File: config.mk
export PLATFORM = sky130hd
export DESIGN_NAME = fci_host
export DESIGN_NICKNAME = d
export VERILOG_FILES = /design/src/fci_pkg.sv /design/src/fci_host.sv
export SDC_FILE = /design/constraint.sdc
export NUM_CORES = 1
export LEC_CHECK = 0
export BUFFER_PORTS_ARGS = -buffer_cell sky130_fd_sc_hd__buf_2
export CAP_MARGIN = 20
export CORE_MARGIN = 8
export CORE_UTILIZATION = 25
export DETAILED_ROUTE_END_ITERATION = 10
export PLACE_DENSITY_LB_ADDON = 0.15
export SETUP_SLACK_MARGIN = 0.02
export SYNTH_ARGS = -nofsm -noshare
export SYNTH_HDL_FRONTEND = slang
export SYNTH_SLANG_ARGS = --single-unit
File: constraint.sdc
create_clock -name ref_clk -period 5.3 [get_ports ref_clk]
set_input_delay 1.06 -clock ref_clk [delete_from_list [all_inputs] [get_ports ref_clk]]
set_output_delay 1.06 -clock ref_clk [all_outputs]
set_load 0.02 [all_outputs]
File: src/fci_pkg.sv
package fci_pkg;

    // ****************************************************************
    // Command codes
    // ****************************************************************
    localparam logic [7:0] CMD_READ_ARRAY = 8'hff;
    localparam logic [7:0] CMD_READ_ID    = 8'h90;
    localparam logic [7:0] CMD_QUERY      = 8'h98;
    localparam logic [7:0] CMD_STATUS     = 8'h70;
    localparam logic [7:0] CMD_CLR_STATUS = 8'h50;
    localparam logic [7:0] CMD_BUFFER     = 8'he8;
    localparam logic [7:0] CMD_PROGRAM    = 8'h40;
    localparam logic [7:0] CMD_ERASE      = 8'h20;
    localparam logic [7:0] CMD_SUSPEND    = 8'hb0;
    localparam logic [7:0] CMD_CONFIRM    = 8'hd0;
    localparam logic [7:0] CMD_CONFIG     = 8'hb8;
    localparam logic [7:0] CMD_LOCK       = 8'h60;
    localparam logic [7:0] CMD_LOCK_SET   = 8'h01;
    localparam logic [7:0] CMD_RCFG_CONF  = 8'h03;
    localparam logic [7:0] CMD_PROTECT    = 8'hc0;

    // ****************************************************************
    // Field positions and limits
    // ****************************************************************
    localparam int         SR_READY_BIT   = 7;
    localparam logic [4:0] BUF_MAX_BYTE   = 5'h1f;
    localparam logic [4:0] BUF_MAX_WORD   = 5'h0f;
    localparam logic [7:0] UPPER_FILL     = 8'h00;
    localparam int         ADDR_W         = 24;

    // ****************************************************************
    // Timing
    // ****************************************************************
    localparam int CLK_PS     = 4000;
    localparam int T_WP_NS    = 70;
    localparam int T_WPH_NS   = 30;
    localparam int T_RD_NS    = 150;
    localparam int WP_CYC     = (T_WP_NS * 1000 + CLK_PS - 1) / CLK_PS;
    localparam int WPH_CYC    = (T_WPH_NS * 1000 + CLK_PS - 1) / CLK_PS;
    localparam int RD_CYC     = (T_RD_NS * 1000 + CLK_PS - 1) / CLK_PS;

    // ****************************************************************
    // Types
    // ****************************************************************
    typedef enum logic [3:0] {
        OP_READ_ARRAY, OP_READ_ID, OP_QUERY, OP_STATUS, OP_CLR_STATUS,
        OP_PROGRAM, OP_BUFFER, OP_ERASE, OP_SUSPEND, OP_RESUME,
        OP_CONFIG, OP_LOCK_SET, OP_LOCK_CLEAR, OP_PROTECT, OP_RCFG
    } fci_op_e;

    typedef enum logic [2:0] {
        K_DONE, K_WCODE, K_WUSER, K_WCOUNT, K_WBUF, K_READ, K_POLL, K_WRCFG
    } fci_kind_e;

    typedef struct packed {
        fci_kind_e  kind;
        logic [7:0] code;
    } fci_step_s;

    typedef struct packed {
        logic              ce_n;
        logic              oe_n;
        logic              we_n;
        logic              byte_n;
        logic [ADDR_W-1:0] addr;
        logic [15:0]       dq_out;
        logic              dq_oe;
    } fci_pins_s;

    typedef struct packed {
        fci_op_e           op;
        logic [ADDR_W-1:0] addr;
        logic [15:0]       data;
    } fci_req_s;

endpackage

File: src/fci_host.sv
`timescale 1ns/1ns
// Functional notes
// - Host issues only the defined command codes, nothing reserved.
// - Read configuration payload goes on address lines 16 to 1.
// - After buffer command, host polls availability until a buffer is free.
// - Host sends count N then N+1 entries; N limited by bus mode.
// - In x8 mode the host drives the lowest address line; query reads and read configuration writes hold it low.
module fci_host #(
    parameter int WP_CYCLES  = fci_pkg::WP_CYC,
    parameter int WPH_CYCLES = fci_pkg::WPH_CYC,
    parameter int RD_CYCLES  = fci_pkg::RD_CYC
) (
    input  wire logic             ref_clk,
    input  wire logic             rst_n,
    input  wire logic             req_valid,
    input  wire fci_pkg::fci_req_s req,
    output logic                  req_ready,
    input  wire logic             byte_mode,
    input  wire logic             prog_enable,
    input  wire logic             buf_valid,
    input  wire logic [15:0]      buf_data,
    output logic                  buf_ready,
    output logic                  rsp_valid,
    output logic                  rsp_err,
    output logic [15:0]           rsp_data,
    output fci_pkg::fci_pins_s    pins,
    output logic                  program_enable_supply_drive,
    input  wire logic [15:0]      dq_in
);

    if (WP_CYCLES < 1 || WP_CYCLES > 255 || WPH_CYCLES < 1 || WPH_CYCLES > 255 ||
        RD_CYCLES < 1 || RD_CYCLES > 255) begin : g_bad_cycles
        $error("fci_host: cycle counts must be 1 to 255");
    end

    // ****************************************************************
    // State
    // ****************************************************************
    typedef enum logic [2:0] {ST_IDLE, ST_NEXT, ST_WE, ST_HOLD, ST_RD} fci_st_e;

    typedef struct packed {
        fci_st_e                   st;
        fci_pkg::fci_op_e          op;
        logic [2:0]                step;
        logic [7:0]                cnt;
        logic [fci_pkg::ADDR_W-1:0] addr;
        logic [15:0]               data;
        logic [4:0]                words;
        fci_pkg::fci_pins_s        pins;
        logic                      req_ready;
        logic                      buf_ready;
        logic                      rsp_valid;
        logic                      rsp_err;
        logic [15:0]               rsp_data;
        logic                      program_enable_supply;
    } fci_state_s;

    fci_state_s r;
    fci_state_s next_r;

    localparam logic [7:0] WP_LAST  = 8'(WP_CYCLES - 1);
    localparam logic [7:0] WPH_LAST = 8'(WPH_CYCLES - 1);
    localparam logic [7:0] RD_LAST  = 8'(RD_CYCLES - 1);

    // ****************************************************************
    // Command sequences
    // ****************************************************************
    function automatic fci_pkg::fci_step_s plan(fci_pkg::fci_op_e op, logic [2:0] step);
        fci_pkg::fci_step_s s;
        s = '{kind: fci_pkg::K_DONE, code: fci_pkg::CMD_READ_ARRAY};
        case (op)
            fci_pkg::OP_READ_ARRAY: begin
                if (step == 3'h0) s = '{fci_pkg::K_WCODE, fci_pkg::CMD_READ_ARRAY};
            end
            fci_pkg::OP_READ_ID: begin
                if (step == 3'h0) s = '{fci_pkg::K_WCODE, fci_pkg::CMD_READ_ID};
                if (step == 3'h1) s = '{fci_pkg::K_READ, fci_pkg::CMD_READ_ID};
            end
            fci_pkg::OP_QUERY: begin
                if (step == 3'h0) s = '{fci_pkg::K_WCODE, fci_pkg::CMD_QUERY};
                if (step == 3'h1 || step == 3'h2) s = '{fci_pkg::K_READ, fci_pkg::CMD_QUERY};
            end
            fci_pkg::OP_STATUS: begin
                if (step == 3'h0) s = '{fci_pkg::K_WCODE, fci_pkg::CMD_STATUS};
                if (step == 3'h1) s = '{fci_pkg::K_READ, fci_pkg::CMD_STATUS};
            end
            fci_pkg::OP_CLR_STATUS: begin
                if (step == 3'h0) s = '{fci_pkg::K_WCODE, fci_pkg::CMD_CLR_STATUS};
            end
            fci_pkg::OP_PROGRAM: begin
                if (step == 3'h0) s = '{fci_pkg::K_WCODE, fci_pkg::CMD_PROGRAM};
                if (step == 3'h1) s = '{fci_pkg::K_WUSER, fci_pkg::CMD_PROGRAM};
            end
            fci_pkg::OP_BUFFER: begin
                case (step)
                    3'h0:    s = '{fci_pkg::K_WCODE, fci_pkg::CMD_BUFFER};
                    3'h1:    s = '{fci_pkg::K_POLL, fci_pkg::CMD_BUFFER};
                    3'h2:    s = '{fci_pkg::K_WCOUNT, fci_pkg::CMD_BUFFER};
                    3'h3:    s = '{fci_pkg::K_WBUF, fci_pkg::CMD_BUFFER};
                    3'h4:    s = '{fci_pkg::K_WCODE, fci_pkg::CMD_CONFIRM};
                    default: s = '{fci_pkg::K_DONE, fci_pkg::CMD_BUFFER};
                endcase
            end
            fci_pkg::OP_ERASE: begin
                if (step == 3'h0) s = '{fci_pkg::K_WCODE, fci_pkg::CMD_ERASE};
                if (step == 3'h1) s = '{fci_pkg::K_WCODE, fci_pkg::CMD_CONFIRM};
            end
            fci_pkg::OP_SUSPEND: begin
                if (step == 3'h0) s = '{fci_pkg::K_WCODE, fci_pkg::CMD_SUSPEND};
            end
            fci_pkg::OP_RESUME: begin
                if (step == 3'h0) s = '{fci_pkg::K_WCODE, fci_pkg::CMD_CONFIRM};
            end
            fci_pkg::OP_CONFIG: begin
                if (step == 3'h0) s = '{fci_pkg::K_WCODE, fci_pkg::CMD_CONFIG};
                if (step == 3'h1) s = '{fci_pkg::K_WUSER, fci_pkg::CMD_CONFIG};
            end
            fci_pkg::OP_LOCK_SET: begin
                if (step == 3'h0) s = '{fci_pkg::K_WCODE, fci_pkg::CMD_LOCK};
                if (step == 3'h1) s = '{fci_pkg::K_WCODE, fci_pkg::CMD_LOCK_SET};
            end
            fci_pkg::OP_LOCK_CLEAR: begin
                if (step == 3'h0) s = '{fci_pkg::K_WCODE, fci_pkg::CMD_LOCK};
                if (step == 3'h1) s = '{fci_pkg::K_WCODE, fci_pkg::CMD_CONFIRM};
            end
            fci_pkg::OP_PROTECT: begin
                if (step == 3'h0) s = '{fci_pkg::K_WCODE, fci_pkg::CMD_PROTECT};
                if (step == 3'h1) s = '{fci_pkg::K_WUSER, fci_pkg::CMD_PROTECT};
            end
            fci_pkg::OP_RCFG: begin
                if (step == 3'h0) s = '{fci_pkg::K_WCODE, fci_pkg::CMD_LOCK};
                if (step == 3'h1) s = '{fci_pkg::K_WRCFG, fci_pkg::CMD_RCFG_CONF};
            end
            default: s = '{fci_pkg::K_DONE, fci_pkg::CMD_READ_ARRAY};
        endcase
        return s;
    endfunction

    function automatic logic alters(fci_pkg::fci_op_e op);
        return op == fci_pkg::OP_PROGRAM || op == fci_pkg::OP_BUFFER ||
               op == fci_pkg::OP_ERASE || op == fci_pkg::OP_LOCK_SET ||
               op == fci_pkg::OP_LOCK_CLEAR || op == fci_pkg::OP_PROTECT ||
               op == fci_pkg::OP_CONFIG || op == fci_pkg::OP_RCFG;
    endfunction

    // ****************************************************************
    // Sequencer
    // ****************************************************************
    always_comb begin
        fci_pkg::fci_step_s s;
        logic [4:0]         max_n;
        logic [fci_pkg::ADDR_W-1:0] qa;
        s      = plan(r.op, r.step);
        max_n  = byte_mode ? fci_pkg::BUF_MAX_BYTE : fci_pkg::BUF_MAX_WORD;
        qa     = r.addr + fci_pkg::ADDR_W'(r.step == 3'h2);
        next_r = r;
        next_r.rsp_valid   = 1'b0;
        next_r.pins.byte_n = ~byte_mode;
        case (r.st)
            ST_IDLE: begin
                if (req_valid && r.req_ready) begin
                    next_r.req_ready = 1'b0;
                    if ((alters(req.op) && !prog_enable) ||
                        (req.op == fci_pkg::OP_BUFFER && req.data[4:0] > max_n) ||
                        (req.op == fci_pkg::OP_BUFFER && req.data[15:5] != 11'h000)) begin
                        next_r.rsp_valid = 1'b1;
                        next_r.rsp_err   = 1'b1;
                        next_r.req_ready = 1'b1;
                    end else begin
                        next_r.op      = req.op;
                        next_r.addr    = req.addr;
                        next_r.data    = req.data;
                        next_r.words   = req.data[4:0];
                        next_r.step    = 3'h0;
                        next_r.rsp_err = 1'b0;
                        next_r.program_enable_supply    = alters(req.op);
                        next_r.st      = ST_NEXT;
                    end
                end
            end
            ST_NEXT: begin
                // Word mode shifts the unit address up; byte mode drives A0 itself
                next_r.pins.addr = byte_mode ? r.addr : {r.addr[fci_pkg::ADDR_W-2:0], 1'b0};
                next_r.pins.dq_out = {fci_pkg::UPPER_FILL, s.code};
                case (s.kind)
                    fci_pkg::K_DONE: begin
                        next_r.st        = ST_IDLE;
                        next_r.rsp_valid = 1'b1;
                        next_r.req_ready = 1'b1;
                        next_r.program_enable_supply      = 1'b0;
                    end
                    fci_pkg::K_READ, fci_pkg::K_POLL: begin
                        if (r.op == fci_pkg::OP_QUERY) begin
                            next_r.pins.addr = {qa[fci_pkg::ADDR_W-2:0], 1'b0};
                        end
                        next_r.pins.ce_n = 1'b0;
                        next_r.pins.oe_n = 1'b0;
                        next_r.cnt       = RD_LAST;
                        next_r.st        = ST_RD;
                    end
                    fci_pkg::K_WBUF: begin
                        next_r.buf_ready = 1'b1;
                        if (buf_valid && r.buf_ready) begin
                            next_r.buf_ready   = 1'b0;
                            next_r.pins.dq_out = buf_data;
                            next_r.pins.dq_oe  = 1'b1;
                            next_r.pins.ce_n   = 1'b0;
                            next_r.pins.we_n   = 1'b0;
                            next_r.cnt         = WP_LAST;
                            next_r.st          = ST_WE;
                        end
                    end
                    default: begin
                        if (s.kind == fci_pkg::K_WUSER) next_r.pins.dq_out = r.data;
                        if (s.kind == fci_pkg::K_WCOUNT) begin
                            next_r.pins.dq_out = {11'h000, r.words};
                        end
                        if (s.kind == fci_pkg::K_WRCFG) begin
                            next_r.pins.addr = {7'h00, r.data, 1'b0};
                        end
                        next_r.pins.dq_oe = 1'b1;
                        next_r.pins.ce_n  = 1'b0;
                        next_r.pins.we_n  = 1'b0;
                        next_r.cnt        = WP_LAST;
                        next_r.st         = ST_WE;
                    end
                endcase
            end
            ST_WE: begin
                next_r.cnt = r.cnt - 8'h01;
                if (r.cnt == 8'h00) begin
                    next_r.pins.we_n = 1'b1; // Payload still driven past this edge
                    next_r.cnt       = WPH_LAST;
                    next_r.st        = ST_HOLD;
                end
            end
            ST_HOLD: begin
                next_r.cnt = r.cnt - 8'h01;
                if (r.cnt == 8'h00) begin
                    next_r.pins.ce_n  = 1'b1;
                    next_r.pins.dq_oe = 1'b0;
                    next_r.st         = ST_NEXT;
                    if (s.kind == fci_pkg::K_WBUF && r.words != 5'h00) begin
                        next_r.words = r.words - 5'h01;
                    end else begin
                        next_r.step = r.step + 3'h1;
                    end
                end
            end
            ST_RD: begin
                next_r.cnt = r.cnt - 8'h01;
                if (r.cnt == 8'h00) begin
                    next_r.pins.ce_n = 1'b1;
                    next_r.pins.oe_n = 1'b1;
                    next_r.st        = ST_NEXT;
                    next_r.step      = r.step + 3'h1;
                    if (s.kind == fci_pkg::K_POLL) begin
                        if (!dq_in[fci_pkg::SR_READY_BIT]) next_r.step = 3'h0;
                    end else if (r.op == fci_pkg::OP_QUERY) begin
                        if (r.step == 3'h1) begin
                            next_r.rsp_data = {fci_pkg::UPPER_FILL, dq_in[7:0]};
                        end else begin
                            next_r.rsp_data[15:8] = dq_in[7:0];
                        end
                    end else if (r.op == fci_pkg::OP_STATUS && !dq_in[fci_pkg::SR_READY_BIT]) begin
                        next_r.rsp_data = 16'h0000;
                    end else begin
                        next_r.rsp_data = dq_in;
                    end
                end
            end
            default: next_r.st = ST_IDLE;
        endcase
    end

    // Reset idles the host with op at OP_READ_ARRAY and all strobes high; no command is sent to the device
    always_ff @(posedge ref_clk or negedge rst_n) begin
        if (!rst_n) begin
            r           <= '0;
            r.st        <= ST_IDLE;
            r.op        <= fci_pkg::OP_READ_ARRAY;
            r.pins.ce_n <= 1'b1;
            r.pins.oe_n <= 1'b1;
            r.pins.we_n <= 1'b1;
            r.pins.byte_n <= 1'b1;
            r.req_ready <= 1'b1;
        end else begin
            r <= next_r;
        end
    end

    assign req_ready  = r.req_ready;
    assign buf_ready  = r.buf_ready;
    assign rsp_valid  = r.rsp_valid;
    assign rsp_err    = r.rsp_err;
    assign rsp_data   = r.rsp_data;
    assign pins       = r.pins;
    assign program_enable_supply_drive = r.program_enable_supply;

endmodule // fci_host

## Word level (Yosys, flattened, before mapping)

Cells that the tools add are included.

| storage, ports and cells | value |
|---|---|
| output and inout port bits | 66 |
| register bits | 129 |

| operators by class | value |
|---|---|
| bitwise operators | 3 |
| add/sub/neg operators | 4 |
| equality and inequality tests | 50 |
| reduce and logical (&&, ||, !) cells | 53 |
| $lt $le $gt $ge | 1 |
| multiplexer cells | 82 |

Operators with widths:

| operator | count |
|---|---|
| 11-bit one-hot mux with 15 select lines | 1 |
| 9-bit two-way mux | 14 |
| 11-bit two-way mux | 8 |
| 24-bit two-way mux | 3 |
| 16-bit two-way mux | 4 |
| 11-bit one-hot mux with 5 select lines | 1 |
| 4-bit == test (second input constant) | 12 |
| 24-bit one-hot mux with 2 select lines | 1 |
| 8-bit one-hot mux with 3 select lines | 2 |
| 17-bit one-hot mux with 2 select lines | 1 |
| 8-bit two-way mux | 4 |
| 4-bit by 3-bit == test with 1-bit output (second input constant) | 7 |
| 3-bit two-way mux | 8 |
| 23-bit by 1-bit adder with 23-bit output | 1 |
| 10-bit two-way mux | 2 |
| 5-bit two-way mux | 4 |
| 3-bit by 2-bit == test with 1-bit output (second input constant) | 6 |
| 3-bit == test (second input constant) | 6 |
| 2-bit != test (second input constant) | 9 |
| 3-bit one-hot mux with 3 select lines | 2 |
| 17-bit two-way mux | 1 |
| 1-bit one-hot mux with 2 select lines | 8 |
| 4-bit AND reduction | 4 |
| 3-bit AND reduction | 5 |
| 31 further kinds | 79 |

## Longest topological paths before layout

| depth | value |
|---|---|
| depth in word-level cells | 14 |
| depth in mapped cells | 13 |

## Least setup slack after synthesis

OpenSTA, ideal clock, no wires.

| path | value |
|---|---|
| path type | input port to flip-flop |
| from | input byte_mode |
| to | register r[119] (netlist name) |
| stages on the path | 9 |
| arrival time | 2.708 ns |
| slack | 2.467 ns |
| data required time | 5.175 ns |
| cells stage by stage | inv_1 ha_1 nand2_1 o21a_1 o2111ai_1 nand2_1 o21a_1 o21ai_1 mux2_2 |

| between the ends | value |
|---|---|
| cells in the longest elaborated chain, start to end | 7 |

RTL lines:

| what | line | RTL |
|---|---|---|
| start: declaration | fci_host.sv:18 | `input wire logic byte_mode,` |
| 5-bit two-way mux | fci_host.sv:154 | `max_n = byte_mode ? fci_pkg::BUF_MAX_BYTE : fci_pkg::BUF_MAX_WORD;` |
| 5-bit greater-than comparator | fci_host.sv:164 | `(req.op == fci_pkg::OP_BUFFER && req.data[4:0] > max_n) \|\|` |
| 1-bit logical AND | fci_host.sv:164 |  |
| 1-bit logical OR | fci_host.sv:163 | `if ((alters(req.op) && !prog_enable) \|\|` |
| 1-bit logical OR | fci_host.sv:164 |  |
| 2-bit != test (no line) | -- |  |
| 6-bit AND reduction (no line) | -- |  |
| end signal: assignment | fci_host.sv:288 | `r <= next_r;` |
| end: declaration | fci_host.sv:58 | `fci_state_s r;` |

No other way between the ends.
A chain may end at the register's enable or synchronous reset.

## Final worst setup path

| path | value |
|---|---|
| from | register r[120] (netlist name) |
| to | register r, in the netlist rsp_data[7] |

| between the ends | value |
|---|---|
| cells in the longest elaborated chain, start to end | 7 |
| elaborated cells on any way between the ends | 34 |

RTL lines:

| what |
|---|
| branches (longest 6 deep; another with 11-bit one-hot mux with 15 select lines) |
| 4-bit AND reduction (no line) (*) |

Mark *: on every way between the ends.

==> reports/metrics.csv <==
stage,metric,value,unit
clock_network,cts hold-fix bufs,0,
floorplanning,Initial Util,25.33,%
drt,Iter 0 DRT Violations,491,
floorplanning,Die Span Y,200.3,um
min_path,hold_sp,rsp_data[14]$_DFFE_PN0P_,
timing,RSZ-0062 raised after global routing,no,
timing,max_slew headroom,32.18,%
timing,Fmax,271.3,MHz
job,Max-cap violations,0,
synth,synthesized flop and latch total,129,
pwr,power per cell area,232.0,mW/mm^2
placed_design,GP Congestion,0.8512,
synth,Synthesis Warnings,0,
drt,vias,7478,
final_layout,FILL cells,3649,
pwr,total power,2268,uW
pwr,VDD IR-drop max,0.1732,mV
grt,gr ovfl total,0,
min_path,WHS Endpoint,rsp_data[14]$_DFFE_PN0P_,
synth,syn_area_per_cell,9.045,um^2
timing,final setup vio count,0,
setup_path,reg-to-reg endpoint,rsp_data[7]$_DFFE_PN0P_,
synth,Synth top area share,36.54,%
min_path,HP Class,flop to flop,
drt,routed vias/inst,5.111,
floorplanning,die width,200.3,um
floorplanning,Placeable Area,0.03353,mm^2
synth,"Seq/Total Area, Yosys",38.08,%
setup_path,Crit path largest cell delay,0.82,ns
synth,Yosys top cell by area,dfrtp_1,
synth,library cells used by synthesis,90,
drt,post-route ant nets,0,
final_layout,share of cells above drive strength 1,26.85,%
clock_network,CTS tree,yes,
placed_design,post-DP HPWL,22780,um
grt,initial antenna violation count,5,
setup_path,reg2reg start,r[120]$_DFFE_PN0P_,
drt,Post-Route WL,30090,um
timing,Pins Over Slew Limit,0,
placed_design,Area after DPL,0.009186,mm^2
clock_network,Post-CTS Setup Bufs,0,
clock_network,# resized after CTS,0,
synth,"EDFF count, synth",0,
setup_path,type of origin of the critical path,flop,
timing,final period utilization,69.55,%
synth,"Net Count, Synth",1033,
final_layout,P&R area growth vs syn,15.13,%
setup_path,crit-path max FO,17,
timing,Final Critical Period,3.686,ns
synth,Synth area leaders,"dfrtp_1 (37%), mux2_2 (6.5%), buf_4 (5.5%)",
grt,All-Layer GR Usage,14.66,%
drt,DRT Pass-1 Iters,5,
setup_path,crit-path cells,inv_1 -> ha_1 -> nor3_1 -> nor3_4 -> a211o_1 -> o41ai_4 -> or2_1 -> mux2_4,
setup_path,R2R Setup Slk,1.61,ns
clock_network,TritonCTS Buffers,17,
grt,largest net degree at the start of global routing,94,
setup_path,critical path endpoint category,flop,
timing,post-route setup TNS,0,ns
floorplanning,DIE AREA,0.04013,mm^2
setup_path,slowest CP cell,o41ai_4,
timing,"Hold Vio Cnt, Final",0,
synth,Async SR Flop Fraction,100.0,%
clock_network,clock transition at the registers of the reported paths,0.06,ns
clock_network,CTS Sinks,129,
setup_path,WP data required,5.61,ns
grt,first-pass GRT wire length,46700,um
setup_path,CP Class,flop to flop,
floorplanning,# IOs,148,
floorplanning,Rows,67,
timing,Worst-Margin Slew,0.9916,ns
drt,# DRC,0,
synth,Synth Instances,939,
final_layout,cell area after layout,0.009778,mm^2
grt,vias in the first global route,7381,
placed_design,Port-buffer cells,147,
setup_path,depth of the most critical reg-to-reg path,8,
min_path,hold depth,2,
clock_network,clk root buf,clkbuf_16,
outcome,status,"complete, no violations",
setup_path,crit path DAT,3.99,ns
clock_network,CTS Buffer Depth,2,
final_layout,Nets,1094,
clock_network,H-tree Lvls,4,
drt,WL per Instance,20.57,um
timing,clock skew,0.008015,ns
synth,Netlist Area Pre-Place,0.008493,mm^2
clock_network,"Clk Latency, worst-skew pair",0.42,ns
pwr,leak pwr,0.004273,uW
synth,Main synth FF type,dfrtp_1,
[layout make-up]
class	count	area, um^2	share of cell area (%)
antenna	2	5.005	0.05118
clock buffer	21	440.4	4.504
clock inverter	11	138.9	1.420
inverter	19	71.32	0.7294
multi-input combinational	672	4481	45.82
sequential	129	3234	33.08
tap	448	560.5	5.733
timing repair buffer	161	847.1	8.663
[metrics by stage]
stage | cells | setup slack [ns] | util [%] | hold slack (ns)
6_report | 1463 | 1.614 | 29.16 | 0.4731
5_1_grt | 1462 | 1.252 | 29.15 | 0.5015
4_1_cts | 1460 | 1.544 | 29.12 | 0.4806
3_5_place_dp | 1428 | 1.549 | 27.40 | 0.4670
3_3_place_gp | 1428 | 1.627 | 27.40 | 0.4651
2_1_floorplan | 939 | 2.467 | - | 0.4510
[worst max-delay path by stage]
| stage | startpoint | cells past startpoint | endpoint | slack (ns) |
|---|---|---|---|---|
| after floorplan | byte_mode | 9 | r[119]$_DFFE_PN0P_ | 2.47 |
| after global placement | r[122]$_DFFE_PN0P_ | 7 | rsp_data[7]$_DFFE_PN0P_ | 1.63 |
| after detailed placement | r[120]$_DFFE_PN0P_ | 8 | rsp_data[7]$_DFFE_PN0P_ | 1.55 |
| after CTS | r[120]$_DFFE_PN0P_ | 8 | rsp_data[7]$_DFFE_PN0P_ | 1.54 |
| after global routing | r[120]$_DFFE_PN0P_ | 8 | rsp_data[7]$_DFFE_PN0P_ | 1.25 |
| final | r[120]$_DFFE_PN0P_ | 8 | rsp_data[7]$_DFFE_PN0P_ | 1.61 |
[cell usage in the layout, fill, tap and decap left out, drive strengths merged, types with 5 or more instances in the layout]
master     n
a22oi     10
buf      161
dfrtp    124
inv       19
a21oi     39
mux2i     21
nor2      84
o21ai     80
mux2      50
clkbuf    21
dfstp      5
nand2    102
o221ai     5
a222oi     7
nor3      15
a211oi     9
nand4      7
o31ai      6
nor4      13
ha        12
nand2b    11
o211a      5
o22ai      7
and3       8
xor2       8
a221oi    15
o21a       8
nand3     20
o2111ai    5
a31oi     19
clkinv     6
o211ai    12
a221o      5
[routing by layer]
metal	up-vias	part of all wire, %	global-route usage, %
li1	3563	-	-
met1	3672	48	20.61
met5	-	0.12	0
met4	6	1.4	3.679
met2	208	44	21.85
met3	29	6.1	4.034
[cell usage after synthesis (11+ instances only)]
cell type / instances
nand2_1: 102
nand2b_1: 11
buf_2: 13
inv_1: 19
o211ai_1: 11
mux2_2: 49
dfrtp_1: 124
o21ai_1: 11
clkbuf_1: 37
o21ai_0: 69
buf_4: 62
nor4_1: 11
ha_1: 12
a221oi_1: 15
a21oi_1: 39
nor3_1: 14
a31oi_1: 18
mux2i_1: 21
nand3_1: 20
nor2_1: 82
[logic make-up after synthesis]
| group | Yosys count | synth area share [%] |
|---|---|---|
| flip-flops | 129 | 38.08 |
| buffers and inverters | 138 | 9.384 |
| XOR/XNOR | 12 | 1.237 |
| AND/OR/NAND/NOR | 294 | 16.75 |
| multiplexers | 71 | 9.148 |
| adder cells (fa/ha/maj) | 14 | 2.018 |
| AO/OA/AOI/OAI | 281 | 23.38 |
[registers in the layout, indices dropped and copies added (netlist names)]
| signal | flops |
|---|---|
| r | 63 |
| pins | 45 |
| rsp_data | 16 |
| buf_ready | 1 |
| program_enable_supply_drive | 1 |
| req_ready | 1 |
| rsp_err | 1 |
| rsp_valid | 1 |
[power breakdown]
part           leakage, uW  switching (uW)  internal (uW)  total, uW
sequential         0.00153           0.687            986        987
clock             0.000281             452            736       1190
combinational      0.00246            59.2           34.0       93.2
[worst max-delay path, delay by kind of cell (launching register included)]
kind	cells	cell delay, ns
AND/OR/NAND/NOR	3	1.10
adder cells (fa/ha/maj)	1	0.35
buffers and inverters	1	0.10
AO/OA/AOI/OAI	2	1.23
flip-flops	1	0.44
multiplexers	1	0.34
Power figures use the tool's default switching activity.
